## config.mk

```make
export PLATFORM = sky130hd
export DESIGN_NAME = sdt_core
export DESIGN_NICKNAME = d
export VERILOG_FILES = /design/src/pkg/sdt_pkg.sv /design/src/core/sdt_core.sv
export SDC_FILE = /design/constraint.sdc
export NUM_CORES = 1
export LEC_CHECK = 0
export BUFFER_PORTS_ARGS = -buffer_cell sky130_fd_sc_hd__buf_2
export CAP_MARGIN = 0
export CORE_ASPECT_RATIO = 1.1
export CORE_MARGIN = 5
export CORE_UTILIZATION = 55
export DETAILED_ROUTE_END_ITERATION = 6
export GPL_TIMING_DRIVEN = 0
export PLACE_DENSITY = 0.83
export SLEW_MARGIN = 25
export SYNTH_ARGS = -nofsm -noshare
export SYNTH_HDL_FRONTEND = slang
export SYNTH_SLANG_ARGS = --single-unit
export TNS_END_PERCENT = 30
```

## constraint.sdc

```tcl
create_clock -name hclk -period 5 [get_ports hclk]
set_input_delay 0.5 -clock hclk [delete_from_list [all_inputs] [get_ports hclk]]
set_output_delay 0.5 -clock hclk [all_outputs]
set_load 0.05 [all_outputs]
```

## src/pkg/sdt_pkg.sv

```systemverilog
package sdt_pkg;

   // ----------------------------------------------------------------
   // Register indices (byte address is four times the index)
   // ----------------------------------------------------------------
   localparam logic [5:0] IDX_CTRL_A = 6'h00;
   localparam logic [5:0] IDX_OUT_EN = 6'h01;
   localparam logic [5:0] IDX_OUT_VAL = 6'h02;
   localparam logic [5:0] IDX_SPLIT = 6'h03;
   localparam logic [5:0] IDX_CMD_CLR = 6'h04;
   localparam logic [5:0] IDX_CMD_SET = 6'h05;
   localparam logic [5:0] IDX_INT_EN = 6'h0a;
   localparam logic [5:0] IDX_FLAGS = 6'h0b;
   localparam logic [5:0] IDX_DEBUG = 6'h0e;
   localparam logic [5:0] IDX_LO_CNT = 6'h20;
   localparam logic [5:0] IDX_HI_CNT = 6'h21;
   localparam logic [5:0] IDX_LO_PER = 6'h26;
   localparam logic [5:0] IDX_HI_PER = 6'h27;
   localparam logic [5:0] IDX_LO_CMP0 = 6'h28;
   localparam logic [5:0] IDX_HI_CMP0 = 6'h29;
   localparam logic [5:0] IDX_LO_CMP1 = 6'h2a;
   localparam logic [5:0] IDX_HI_CMP1 = 6'h2b;
   localparam logic [5:0] IDX_LO_CMP2 = 6'h2c;
   localparam logic [5:0] IDX_HI_CMP2 = 6'h2d;

   // ----------------------------------------------------------------
   // Field positions and masks
   // ----------------------------------------------------------------
   localparam int POS_ENABLE = 0;
   localparam int POS_CLOCK_PRESCALE_SELECT = 1;
   localparam int POS_SPLIT = 0;
   localparam int POS_RUN_WHILE_HALTED = 0;
   localparam int POS_TARGET = 0;
   localparam int POS_CMD = 2;
   localparam int POS_LOW_HALF_UNDERFLOW = 0;
   localparam int POS_HIGH_HALF_UNDERFLOW = 1;
   localparam int POS_LCMP = 4;
   localparam int POS_HCH = 4;
   localparam logic [7:0] OUT_MASK = 8'h77;
   localparam logic [7:0] INT_MASK = 8'h73;

   // ----------------------------------------------------------------
   // Commands and reset values
   // ----------------------------------------------------------------
   localparam logic [1:0] CMD_NONE = 2'h0;
   localparam logic [1:0] CMD_RESTART = 2'h2;
   localparam logic [1:0] CMD_HARD_RESET = 2'h3;
   localparam logic [1:0] TARGET_BOTH = 2'h3;
   localparam logic [7:0] RST_REG = 8'h00;
   localparam logic [7:0] RST_PER = 8'hff;
   localparam logic [9:0] PRESC_ONE = 10'h001;

   // Prescaler masks for codes 0..7: divide by 1,2,4,8,16,64,256,1024
   localparam logic [7:0][9:0] PRESC_MASK = {
      10'h3ff, 10'h0ff, 10'h03f, 10'h00f, 10'h007, 10'h003, 10'h001, 10'h000};

   // ----------------------------------------------------------------
   // Bus carriers and state
   // ----------------------------------------------------------------
   typedef struct packed {
      logic hsel;
      logic [31:0] haddr;
      logic [1:0] htrans;
      logic hwrite;
      logic [2:0] hsize;
      logic [31:0] hwdata;
      logic hready;
   } sdt_ahb_req_t;

   typedef struct packed {
      logic hreadyout;
      logic hresp;
      logic [31:0] hrdata;
   } sdt_ahb_rsp_t;

   typedef struct packed {
      logic wr_pend;
      logic rd_pend;
      logic [5:0] idx;
      logic hready;
      logic hresp;
      logic [31:0] hrdata;
      logic [2:0] clock_prescale_select;
      logic enable;
      logic [7:0] cmp_out_en;
      logic [7:0] out_val;
      logic split;
      logic [1:0] target;
      logic [7:0] int_en;
      logic [7:0] flags;
      logic run_while_halted;
      logic [9:0] presc;
      logic [7:0] lo_cnt;
      logic [7:0] hi_cnt;
      logic [7:0] lo_per;
      logic [7:0] hi_per;
      logic [2:0][7:0] lo_cmp;
      logic [2:0][7:0] hi_cmp;
      logic [5:0] wave;
   } sdt_state_t;

endpackage

```

## src/core/sdt_core.sv

```systemverilog
// Function
// - While disabled, output-value bits drive each waveform pin directly.
// - Split-select bit in control register 0x03 makes two 8-bit counters.
// - Split mode swaps in the byte-wide counter, period and compare map.
// - Writing one to the clear alias 0x04 clears just that bit.
// - Writing one to the set alias 0x05 sets just that bit.
// - Command field bits 3:2 of both aliases always read zero.
// - Command 0 none, 1 reserved, 2 restart, 3 hard reset unless enabled.
// - Target field bits 1:0: 0 none, 1-2 reserved, 3 both halves.
// - Interrupt-enable bit n+4 at 0x0A enables low compare channel n.
// - Interrupt-enable bit 1 high underflow, bit 0 low underflow.
// - Low compare flag n at 0x0B sets when low count matches compare n.
// - Compare flags stay set until software writes one to them or a hard-reset command clears them.
// - Flag bit 1 sets on high-half underflow, cleared by writing one.
// - Flag bit 0 sets on low-half underflow, cleared by writing one.
// - Run-in-debug bit at 0x0E clear halts counting while CPU halted.
// - Compare output enable lets the comparator override the pin value.
// - Clock-select codes 0-7 divide by 1,2,4,8,16,64,256,1024.
// - Each half's compares are checked continuously against its count.
module sdt_core (
   // Clock and reset
   input wire logic hclk,
   input wire logic hresetn,
   // AHB-Lite slave
   input wire sdt_pkg::sdt_ahb_req_t ahb_req,
   output sdt_pkg::sdt_ahb_rsp_t ahb_rsp,
   // Debug state of the processor, same clock
   input wire logic cpu_halted,
   // Waveform pins: low channels 2:0, high channels 5:3
   output logic [5:0] waveform_output_pin
);

   // ----------------------------------------------------------------
   // State and shared terms
   // ----------------------------------------------------------------
   sdt_pkg::sdt_state_t st_r;
   sdt_pkg::sdt_state_t st_nxt;
   logic [7:0] wdat;
   logic wr_now;
   logic accept;
   logic run;
   logic tick;
   logic lo_unf;
   logic hi_unf;
   logic cmd_go;
   logic do_restart;
   logic do_hard_reset;
   logic [2:0] lo_match;
   logic [2:0] hi_match;
   logic [2:0] lo_wave;
   logic [2:0] hi_wave;
   logic [7:0] flag_set;
   logic [7:0] flag_clr;
   logic [7:0] rdata;

   assign wdat = ahb_req.hwdata[7:0];
   assign wr_now = st_r.wr_pend;
   assign accept = ahb_req.hsel & ahb_req.htrans[1] & ahb_req.hready;

   // Halted CPU freezes the halves unless run-in-debug is set
   assign run = st_r.enable & st_r.split & ~(cpu_halted & ~st_r.run_while_halted);
   assign tick = run
      & ((st_r.presc & sdt_pkg::PRESC_MASK[st_r.clock_prescale_select])
         == sdt_pkg::PRESC_MASK[st_r.clock_prescale_select]);
   assign lo_unf = tick & (st_r.lo_cnt == sdt_pkg::RST_REG);
   assign hi_unf = tick & (st_r.hi_cnt == sdt_pkg::RST_REG);

   // Target must name both halves, else the command does nothing
   assign cmd_go = wr_now & ((st_r.idx == sdt_pkg::IDX_CMD_CLR) | (st_r.idx == sdt_pkg::IDX_CMD_SET))
      & (wdat[sdt_pkg::POS_TARGET +: 2] == sdt_pkg::TARGET_BOTH);
   assign do_restart = cmd_go & (wdat[sdt_pkg::POS_CMD +: 2] == sdt_pkg::CMD_RESTART);
   assign do_hard_reset = cmd_go & ~st_r.enable
      & (wdat[sdt_pkg::POS_CMD +: 2] == sdt_pkg::CMD_HARD_RESET);

   // ----------------------------------------------------------------
   // Comparators, one per channel and half
   // ----------------------------------------------------------------
   genvar n;
   generate
      for (n = 0; n < 3; n++) begin : g_chan
         assign lo_match[n] = st_r.lo_cnt == st_r.lo_cmp[n];
         assign hi_match[n] = st_r.hi_cnt == st_r.hi_cmp[n];
         // Pin follows comparator only when enabled and overridden
         assign lo_wave[n] = (st_r.enable & st_r.cmp_out_en[n])
            ? (st_r.lo_cnt <= st_r.lo_cmp[n]) : st_r.out_val[n];
         assign hi_wave[n] = (st_r.enable & st_r.cmp_out_en[n + sdt_pkg::POS_HCH])
            ? (st_r.hi_cnt <= st_r.hi_cmp[n])
            : st_r.out_val[n + sdt_pkg::POS_HCH];
         assign flag_set[n + sdt_pkg::POS_LCMP] = tick & lo_match[n];
      end
   endgenerate

   // Only low compares and the two underflows own flags
   assign flag_set[7] = 1'b0;
   assign flag_set[3:2] = 2'b00;
   assign flag_set[sdt_pkg::POS_HIGH_HALF_UNDERFLOW] = hi_unf;
   assign flag_set[sdt_pkg::POS_LOW_HALF_UNDERFLOW] = lo_unf;
   assign flag_clr = (wr_now & (st_r.idx == sdt_pkg::IDX_FLAGS))
      ? (wdat & sdt_pkg::INT_MASK) : 8'h00;

   // ----------------------------------------------------------------
   // Read decode
   // ----------------------------------------------------------------
   always_comb begin
      rdata = 8'h00;
      case (st_r.idx)
         sdt_pkg::IDX_CTRL_A: rdata = {4'h0, st_r.clock_prescale_select, st_r.enable};
         sdt_pkg::IDX_OUT_EN: rdata = st_r.cmp_out_en;
         sdt_pkg::IDX_OUT_VAL: rdata = st_r.out_val;
         sdt_pkg::IDX_SPLIT: rdata = {7'h00, st_r.split};
         // Command bits are never stored, so they read zero
         sdt_pkg::IDX_CMD_CLR, sdt_pkg::IDX_CMD_SET: rdata = {6'h00, st_r.target};
         sdt_pkg::IDX_INT_EN: rdata = st_r.int_en;
         sdt_pkg::IDX_FLAGS: rdata = st_r.flags;
         sdt_pkg::IDX_DEBUG: rdata = {7'h00, st_r.run_while_halted};
         default: rdata = 8'h00;
      endcase
      // Byte-wide half map exists only in split mode
      if (st_r.split) begin
         case (st_r.idx)
            sdt_pkg::IDX_LO_CNT: rdata = st_r.lo_cnt;
            sdt_pkg::IDX_HI_CNT: rdata = st_r.hi_cnt;
            sdt_pkg::IDX_LO_PER: rdata = st_r.lo_per;
            sdt_pkg::IDX_HI_PER: rdata = st_r.hi_per;
            sdt_pkg::IDX_LO_CMP0: rdata = st_r.lo_cmp[0];
            sdt_pkg::IDX_HI_CMP0: rdata = st_r.hi_cmp[0];
            sdt_pkg::IDX_LO_CMP1: rdata = st_r.lo_cmp[1];
            sdt_pkg::IDX_HI_CMP1: rdata = st_r.hi_cmp[1];
            sdt_pkg::IDX_LO_CMP2: rdata = st_r.lo_cmp[2];
            sdt_pkg::IDX_HI_CMP2: rdata = st_r.hi_cmp[2];
            default: rdata = rdata;
         endcase
      end
   end

   // ----------------------------------------------------------------
   // Next state
   // ----------------------------------------------------------------
   always_comb begin
      st_nxt = st_r;
      st_nxt.hresp = 1'b0;
      st_nxt.wave = {hi_wave, lo_wave};

      // Counting first, so a bus write below wins over it
      if (run) begin
         st_nxt.presc = st_r.presc + sdt_pkg::PRESC_ONE;
      end
      if (tick) begin
         st_nxt.lo_cnt = lo_unf ? st_r.lo_per : st_r.lo_cnt - 8'h01;
         st_nxt.hi_cnt = hi_unf ? st_r.hi_per : st_r.hi_cnt - 8'h01;
      end

      // Reads take one wait state so data always comes from a flop
      st_nxt.wr_pend = 1'b0;
      if (st_r.rd_pend) begin
         st_nxt.rd_pend = 1'b0;
         st_nxt.hready = 1'b1;
         st_nxt.hrdata = {24'h000000, rdata};
      end
      if (accept) begin
         st_nxt.idx = ahb_req.haddr[7:2];
         st_nxt.wr_pend = ahb_req.hwrite;
         st_nxt.rd_pend = ~ahb_req.hwrite;
         st_nxt.hready = ahb_req.hwrite;
      end

      if (wr_now) begin
         case (st_r.idx)
            sdt_pkg::IDX_CTRL_A: begin
               st_nxt.clock_prescale_select = wdat[sdt_pkg::POS_CLOCK_PRESCALE_SELECT +: 3];
               st_nxt.enable = wdat[sdt_pkg::POS_ENABLE];
            end
            sdt_pkg::IDX_OUT_EN: st_nxt.cmp_out_en = wdat & sdt_pkg::OUT_MASK;
            sdt_pkg::IDX_OUT_VAL: st_nxt.out_val = wdat & sdt_pkg::OUT_MASK;
            sdt_pkg::IDX_SPLIT: st_nxt.split = wdat[sdt_pkg::POS_SPLIT];
            sdt_pkg::IDX_CMD_CLR: st_nxt.target = st_r.target & ~wdat[1:0];
            sdt_pkg::IDX_CMD_SET: st_nxt.target = st_r.target | wdat[1:0];
            sdt_pkg::IDX_INT_EN: st_nxt.int_en = wdat & sdt_pkg::INT_MASK;
            sdt_pkg::IDX_DEBUG: st_nxt.run_while_halted = wdat[sdt_pkg::POS_RUN_WHILE_HALTED];
            // Leave idx alone: a back-to-back address phase may be loading it
            default: begin
            end
         endcase
         if (st_r.split) begin
            case (st_r.idx)
               sdt_pkg::IDX_LO_CNT: st_nxt.lo_cnt = wdat;
               sdt_pkg::IDX_HI_CNT: st_nxt.hi_cnt = wdat;
               sdt_pkg::IDX_LO_PER: st_nxt.lo_per = wdat;
               sdt_pkg::IDX_HI_PER: st_nxt.hi_per = wdat;
               sdt_pkg::IDX_LO_CMP0: st_nxt.lo_cmp[0] = wdat;
               sdt_pkg::IDX_HI_CMP0: st_nxt.hi_cmp[0] = wdat;
               sdt_pkg::IDX_LO_CMP1: st_nxt.lo_cmp[1] = wdat;
               sdt_pkg::IDX_HI_CMP1: st_nxt.hi_cmp[1] = wdat;
               sdt_pkg::IDX_LO_CMP2: st_nxt.lo_cmp[2] = wdat;
               sdt_pkg::IDX_HI_CMP2: st_nxt.hi_cmp[2] = wdat;
               default: begin
               end
            endcase
         end
      end

      // Set wins over a same-cycle write-one clear
      st_nxt.flags = (st_r.flags & ~flag_clr) | flag_set;

      if (do_restart) begin
         st_nxt.lo_cnt = st_r.lo_per;
         st_nxt.hi_cnt = st_r.hi_per;
         st_nxt.presc = 10'h000;
      end
      // Hard reset only reachable while disabled, so no tick competes
      if (do_hard_reset) begin
         st_nxt.lo_cnt = sdt_pkg::RST_REG;
         st_nxt.hi_cnt = sdt_pkg::RST_REG;
         st_nxt.lo_per = sdt_pkg::RST_PER;
         st_nxt.hi_per = sdt_pkg::RST_PER;
         st_nxt.lo_cmp = '0;
         st_nxt.hi_cmp = '0;
         st_nxt.flags = sdt_pkg::RST_REG;
         st_nxt.presc = 10'h000;
      end
   end

   always_ff @(posedge hclk or negedge hresetn) begin
      if (!hresetn) begin
         st_r <= '0;
         st_r.hready <= 1'b1;
         st_r.lo_per <= sdt_pkg::RST_PER;
         st_r.hi_per <= sdt_pkg::RST_PER;
      end else begin
         st_r <= st_nxt;
      end
   end

   assign ahb_rsp.hreadyout = st_r.hready;
   assign ahb_rsp.hresp = st_r.hresp;
   assign ahb_rsp.hrdata = st_r.hrdata;
   assign waveform_output_pin = st_r.wave;
endmodule

```

Word-level counts from Yosys, hierarchy flattened
Memories as Yosys holds them, arrays and structs flattened.
Cells that the tools add are included.
{"block": "op_classes", "add_sub_neg": 3, "magnitude_cmp": 7, "n_eq_ne": 25, "muxes": 33, "bitwise_logic": 35, "reduce_logical": 32}
{"cell": "$mux W80", "count": 2}
{"cell": "$mux W8", "count": 14}
{"cell": "$mux W90", "count": 1}
{"cell": "$pmux W8 S10", "count": 1}
{"cell": "$pmux W8 S8", "count": 1}
{"cell": "$eq A6 B6 Y1 const B", "count": 10}
{"cell": "$le A8 B8 Y1", "count": 6}
{"cell": "$mux W26", "count": 1}
{"cell": "$eq A8 B8 Y1", "count": 3}
{"cell": "$reduce_and A3 Y1", "count": 8}
{"cell": "$reduce_bool A2 Y1", "count": 12}
{"cell": "$and A1 B1 Y1", "count": 23}
{"cell": "$mux W10", "count": 2}
{"cell": "$eq A6 B4 Y1 const B", "count": 3}
{"cell": "$logic_not A8 Y1", "count": 2}
{"cell": "$mux W16", "count": 1}
{"cell": "$sub A8 B1 Y8 const B", "count": 2}
{"cell": "$reduce_and A2 Y1", "count": 7}
{"cell": "$eq A6 B2 Y1 const B", "count": 2}
{"cell": "$eq A6 B3 Y1 const B", "count": 2}
{"cell": "$add A10 B1 Y10 const B", "count": 1}
{"cell": "$and A10 B10 Y10", "count": 1}
{"cell": "$eq A10 B10 Y1", "count": 1}
{"cell": "$mux W9", "count": 1}
{"cell": "other kinds (17)", "count": 28}
{"block": "totals", "ff_bits": 146, "rom_bits": 80, "in_bits": 75, "out_inout_bits": 40, "word_cells": 162, "n_memories": 1}
{"name": "(no name shown)", "depth": 8, "width": 10, "rd": 1, "rd_ports_with_merged_regs": 0, "wr": 0, "line": "sdt_core.sv:64", "rtl": "== sdt_pkg::PRESC_MASK[st_r.clock_prescale_select]);"}

Longest topological paths before layout
Gate-level depths: netlist of the first run.
{"block": "logic_depth", "ltp_word": 13, "ltp_mapped": 10, "ltp_nobuf": 8}

Worst setup path before layout of the first run
OpenSTA, ideal clock, no wires.
{"block": "synth_timing", "kind": "register to register", "from": "register st_r[70] in the netlist's numbering", "to": "register st_r[72] in the netlist's numbering", "setup_time_ps": 132, "t_arrival_ps": 2245, "required_ps": 4868, "slack_ps": 2623, "path_stages_with_launch": 10, "n_path_buf": 2, "synth_period_minus_slack_ps": 2377, "path_cell_list": "dfrtp_1 -> clkbuf_1 -> inv_1 -> ha_1 -> or4b_2 -> clkbuf_1 -> nor2_2 -> o31ai_1 -> a221oi_1 -> o21ai_0"}
{"element": "start: declaration", "line": "sdt_core.sv:36", "rtl": "sdt_pkg::sdt_state_t st_r;"}
{"element": "start signal: assignment", "line": "sdt_core.sv:230", "rtl": "st_r <= st_nxt;"}

==> impl_metrics.yaml, run 1 <==
run:
  maxCapViolCount: 0
clock_tree:
  cts_htree_levels: 4
  cts_sinks: 143
  clk_latency_ns: 0.44
  hold_buffers: 0
  cts_setup_buffers: 0
  ctsResizeCount: 0
  cts-root-buf: "clkbuf_16"
  cts.clk_slew.worst_paths_ns: 0.07
  numCtsBuffers: 17
  cts_max_path_buffers: 2
  cts_tree: "done"
setup_path:
  cp.arrival_ns: 3.25
  cp.required_ns: 5.32
  endpoint_kind: "register"
  critical_path.max_stage_delay_ns: 0.60
  critPathBufInv: 3
  crit_type: "register to register"
  crit_fanout: 9
  slowest_stage: "or4b_2"
  r2r_start: "st_r[70]$_DFF_PN0_"
  path_cells: "clkbuf_1 -> inv_1 -> ha_1 -> or4b_2 -> clkbuf_1 -> nor2_2 -> o31ai_1 -> a221oi_1 -> o21ai_0"
  cpLargestDelayFamily: "simple AND/OR/NAND/NOR gates"
  rrSetupSlack_ns: 2.07
  worstReg2RegEnd: "st_r[72]$_DFF_PN0_"
  setup.worst_path.start_class: "register"
  ff2ff_path_depth: 9
  crit_top_cell: "clkbuf_1"
  worst-path-stages: 9
floorplan:
  die_y_um: 145
  io_pins: 115
  rows: 49
  initial_utilization_pct: 55.8
  die_x_um: 133
  dieArea_um2: 19200
  core_area_um2: 16300
yosys:
  syn_area_per_cell_um2: 9.62
  yosysWarnings: 0
  synth-edff-count: 0
  syn-cell-area_um2: 9100
  netlist_instances: 946
  synthDistinctLibCells: 76
  async_reset_ff_share_pct: 100
  synth_seq_cells: 143
  synth-seq-area-share_pct: 39.5
  synthFlopType: "dfrtp_1"
sta:
  fmax_mhz: 341
  hold_viol: 0
  setup_viol: 0
  worst_slew_pin_slew_ns: 1.04
  slew_headroom_pct: 30.1
  hold_ws_ns: 0.0510
  fin_crit_sh_pct: 58.6
  period_needed_ns: 2.93
  rsz0062_at_grt: "false"
  tns_ns: 0
  maxSlewViolCount: 0
  clock_skew_ns: 0.0103
  fin_ws_ns: 2.07
power_and_ir_drop:
  power.ir.vdd_worst_mv: 0.249
  clkPwrFrac_pct: 32.6
  intPower_mw: 2.76
  p_sw_share_pct: 37.4
  leakagePower_nw: 4.64
  switching_power_mw: 1.65
  total_power_mw: 4.41
  seqPwrFrac_pct: 35.4
  power_density_nw_per_um2: 428
  power_frac_comb_pct: 32.0
global_routing:
  antenna_found_initial: 0
  grt_pass1_wl_mm: 44.3
  grt_util_met1_pct: 37.6
  grt_pass1_vias: 7796
  use_met3_pct: 6.93
  grt_max_degree: 85
  grt_overflow_total: 0
  busiest_layer: "met2"
  use_met2_pct: 46.9
  grtUsageTotal_pct: 29.7
cells_and_area:
  fin_cells: 1239
  drive_gt1_share_pct: 18.9
  fill_cells: 1325
  multiInputGateArea_um2: 4850
  area_delta_synth_final_pct: 13.2
  seq_area_um2: 3600
  antenna_cells: 0
  nets: 1148
routing:
  route.detailed.drc: 5
  wirelength_mm: 28.6
  drt_iter0_drc: 1030
  routed_via_density: 6.50
  firstDrtPassIters: 7
  detailroute.via_count: 8054
  drtAntennaViolNets: 0
  wl_per_cell_um: 23.1
status:
  status: "finished, violations left"
  violations: "design-rule violations"
placement:
  port_buffers: 32
  dp.cells: 1207
  dp_hpwl_mm: 20.6
  place_congestion: 1.00
  pre_cts_slack_ns: 2.15
min_path:
  hp-class: "input port to asynchronous set/reset pin"
## per-layer routing
layer,wire length [um],share of wire (%),vias up
met4,1920,6.7,0
li1,-,-,3553
met2,13100,46,486
met5,0,0,-
met3,2690,9.4,144
met1,10900,38,3871
## power groups by stage
stage          Clock, mW  Sequential (mW)  Combinational [mW]
2_1_floorplan          0             1.46                1.06
3_3_place_gp           0             1.56                1.33
3_5_place_dp           0             1.56                1.37
4_1_cts             1.44             1.55                1.39
5_1_grt             1.49             1.57                1.56
6_report            1.44             1.56                1.41
## metrics by stage
stage	instance area, um2	utilization, %
after CTS	10300	63.2
after floorplan	9190	-
final	10300	63.2
after global placement	9610	58.9
after global routing	10300	63.2
after detailed placement	9650	59.2
## sequential cells by signal (all words and copies together) (netlist names)
| signal | cells |
|---|---|
| waveform_output_pin | 6 |
| st_r | 127 |
| ahb_rsp | 9 |
| wr_now | 1 |
## cell type report
cell class | instances | share of cell area (%)
buffer | 92 | 5.25
tap | 204 | 2.48
timing repair buffer | 33 | 1.92
multi-input combinational | 680 | 47.0
clock inverter | 14 | 2.21
sequential | 143 | 34.9
clock buffer | 18 | 4.17
inverter | 55 | 2.00
## worst max-delay path by stage
| stage | from | endpoint | slack (ns) |
|---|---|---|---|
| after floorplan | st_r[70]$_DFF_PN0_ | st_r[72]$_DFF_PN0_ | 2.62 |
| after global placement | hresetn | st_r[30]$_DFFE_PN0P_ | 1.42 |
| after detailed placement | st_r[70]$_DFF_PN0_ | st_r[72]$_DFF_PN0_ | 2.15 |
| after CTS | st_r[70]$_DFF_PN0_ | st_r[72]$_DFF_PN0_ | 2.13 |
| after global routing | st_r[132]$_DFFE_PN0P_ | st_r[76]$_DFF_PN0_ | 1.87 |
| final | st_r[70]$_DFF_PN0_ | st_r[72]$_DFF_PN0_ | 2.07 |
## cell usage after synthesis, types with 4 or more instances
cell type | n | area [um2]
clkbuf_1 | 29 | 109
nand2b_1 | 11 | 68.8
xor2_1 | 7 | 61.3
a21o_1 | 10 | 75.1
and2_1 | 4 | 25.0
a222oi_1 | 5 | 50.1
buf_2 | 15 | 75.1
nor3_1 | 22 | 110
nor2_1 | 92 | 345
a211oi_1 | 6 | 45.0
buf_4 | 43 | 323
a221oi_1 | 9 | 78.8
nor4_4 | 4 | 85.1
nand3_1 | 27 | 135
o2111ai_1 | 4 | 35.0
o21ai_0 | 39 | 195
dfrtp_1 | 126 | 3150
o221ai_1 | 6 | 52.6
o211ai_1 | 4 | 30.0
dfstp_2 | 17 | 447
nor2b_1 | 8 | 50.1
o21a_1 | 6 | 45.0
ha_1 | 51 | 638
nand4_1 | 20 | 125
nand2_1 | 51 | 191
a21oi_1 | 40 | 200
a31oi_1 | 8 | 50.1
nor3_2 | 6 | 60.1
inv_1 | 54 | 203
and3_1 | 5 | 31.3
or3_1 | 6 | 37.5
mux2_2 | 31 | 349
and4_1 | 7 | 61.3
a22oi_1 | 34 | 255
mux2i_1 | 70 | 701
## logic make-up after synthesis
family / count (synthesis) / synth area share, %
xor gates and xnor gates: 10 / 0.962
DFF: 143 / 39.5
buffers and inverters: 147 / 8.20
and+or+nand+nor: 288 / 17.2
muxes: 101 / 11.5
AOI/OAI and AO/OA: 205 / 15.5
other: 1 / 0.0412
adders and majority gates: 51 / 7.01
## cell usage in the layout, fill, tap and decap left out, types with 9 or more instances in the layout
master,count
nand2_1,51
buf_2,46
dfrtp_1,126
mux2i_1,70
buf_4,43
conb_1,25
a22oi_1,34
o21ai_0,39
a221oi_1,9
nand4_1,20
nand3_1,27
dfstp_2,17
nand2b_1,11
nor3_1,22
clkbuf_1,30
clkbuf_16,17
mux2_2,31
a21oi_1,40
nor2_1,92
inv_1,54
a21o_1,10
ha_1,51
Note: power is estimated with default switching activity, not from simulation.
==> run 2: changes to the inputs <==
Clock period 5 ns to 2.95 ns, I/O delays scaled along.
==> run 2 against run 1 <==
Critical endpoint is now st_r[71]$_DFF_PN0_. Highest routed layer unchanged. Sequential share of layout area fell by 0.15 points. The run now ends clean. Maximum frequency is 2.8% higher. Worst setup slack lost 2.0 ns.
==> impl_metrics.yaml, run 2 (same netlist as run 1, synthesis figures left out) <==
setup_path:
  cp.required_ns: 3.28
  setup.worst_path.start_class: "register"
  crit_fanout: 10
  crit_type: "register to register"
  cp.arrival_ns: 3.17
  endpoint_kind: "register"
floorplan:
  die_x_um: 133
  io_pins: 115
  core_area_um2: 16300
  rows: 49
  initial_utilization_pct: 55.8
  die_y_um: 145
  dieArea_um2: 19200
cells_and_area:
  area_delta_synth_final_pct: 13.7
  final_common_cell: "dfrtp_1"
  fill_cells: 1315
  drive_gt1_share_pct: 19.4
  fin_cells: 1244
  regMostFlops: "st_r"
  fin_util_pct: 63.5
  nets: 1152
  mostFrequentLayoutCells: "dfrtp_1 (126), nor2_1 (92), mux2i_1 (70), inv_1 (54), nand2_1 (51)"
  design_area_um2: 10300
  largest_reg_flops: 127
power_and_ir_drop:
  total_power_mw: 7.52
  leakagePower_nw: 4.66
  power.ir.vdd_worst_mv: 0.435
  power_density_nw_per_um2: 727
clock_tree:
  cts-root-buf: "clkbuf_16"
  cts_max_path_buffers: 2
  cts_sinks: 143
  cts_htree_levels: 4
  cts.clk_slew.worst_paths_ns: 0.06
  cts_tree: "done"
  numCtsBuffers: 17
  clk_latency_ns: 0.44
global_routing:
  grt_util_met1_pct: 37.6
  use_met3_pct: 6.96
  grt_pass1_vias: 7799
  grtUsageTotal_pct: 29.7
  grt_overflow_total: 0
  grt_pass1_wl_mm: 44.3
  use_met2_pct: 46.9
  grt_max_degree: 85
  antenna_found_initial: 0
  busiest_layer: "met2"
placement:
  dp_hpwl_mm: 20.6
  port_buffers: 32
  pre_cts_slack_ns: 0.104
  dpl_cell_area_um2: 9650
  dp.cells: 1207
  place_congestion: 1.00
run:
  maxCapViolCount: 0
status:
  status: "finished, final reports clean"
sta:
  fin_crit_sh_pct: 96.5
  worst_slew_pin_slew_ns: 1.04
  period_needed_ns: 2.85
  clock_skew_ns: 0.00889
  slew_headroom_pct: 30.3
  setup_viol: 0
  fmax_mhz: 351
  tns_ns: 0
  hold_ws_ns: 0.0273
  hold_viol: 0
  maxSlewViolCount: 0
  fin_ws_ns: 0.102
routing:
  firstDrtPassIters: 7
  routed_via_density: 6.55
  drtAntennaViolNets: 0
  wirelength_mm: 28.8
  route.detailed.drc: 0
  drt_iter0_drc: 1184
  wl_per_cell_um: 23.2
  detailroute.via_count: 8152
min_path:
  hp-class: "input port to register"
## run 2: what timing repair did
action,CTS,global route
hold buffers,1,0
hold endpoints to repair,67,0
gates resized for setup,0,6
endpoints found under the setup margin,0,14
setup buffers,0,3
## run 2: metal layers
metal	part of all wire, %	vias to the layer above
li1	-	3562
met1	38	3949
met2	46	510
met3	9.7	131
met4	6.4	0
met5	0	-
## run 2: area by class of cell
| cell class | instances | area [um2] | share of cell area [%] |
|---|---|---|---|
| timing repair buffer | 37 | 230 | 2.22 |
| clock buffer | 18 | 429 | 4.15 |
| tap | 204 | 255 | 2.47 |
| clock inverter | 14 | 228 | 2.20 |
| antenna | 1 | 2.50 | 0.0242 |
| sequential | 143 | 3600 | 34.8 |
| buffer | 92 | 543 | 5.25 |
| multi-input combinational | 680 | 4850 | 46.9 |
| inverter | 55 | 206 | 1.99 |
## run 2: path summary, 6_finish.rpt
path | startpoint | endpoint | slack, ns | cells past startpoint
min in group asynchronous | hresetn | st_r[122]$_DFFE_PN0P_ | 0.45 | 2
min | ahb_req[36] | st_r[176]$_DFF_PN0_ | 0.03 | 2
max | st_r[132]$_DFFE_PN0P_ | st_r[71]$_DFF_PN0_ | 0.10 | 8
max in group asynchronous | hresetn | ahb_rsp[33]$_DFFE_PN1P_ | 1.76 | 3
min reg2reg | ahb_rsp[7]$_DFFE_PN0P_ | ahb_rsp[7]$_DFFE_PN0P_ | 0.50 | 1
max reg2reg | st_r[132]$_DFFE_PN0P_ | st_r[71]$_DFF_PN0_ | 0.10 | 8
## run 2: critical path, cell delays in order, from the launching register on
cell	delay [ns]
dfrtp_1	0.32
clkbuf_1	0.50
nand2_1	0.20
a21oi_2	0.40
and4_1	0.43
buf_2	0.30
o311a_1	0.22
a211oi_1	0.05
o21ai_0	0.30
## run 2: power breakdown
group	leakage [nW]	total [mW]	internal (mW)	switching (mW)
Clock	0.317	2.44	1.52	0.917
Sequential	1.79	2.65	2.23	0.419
Combinational	2.55	2.44	0.958	1.48
Total	4.66	7.52	4.71	2.82
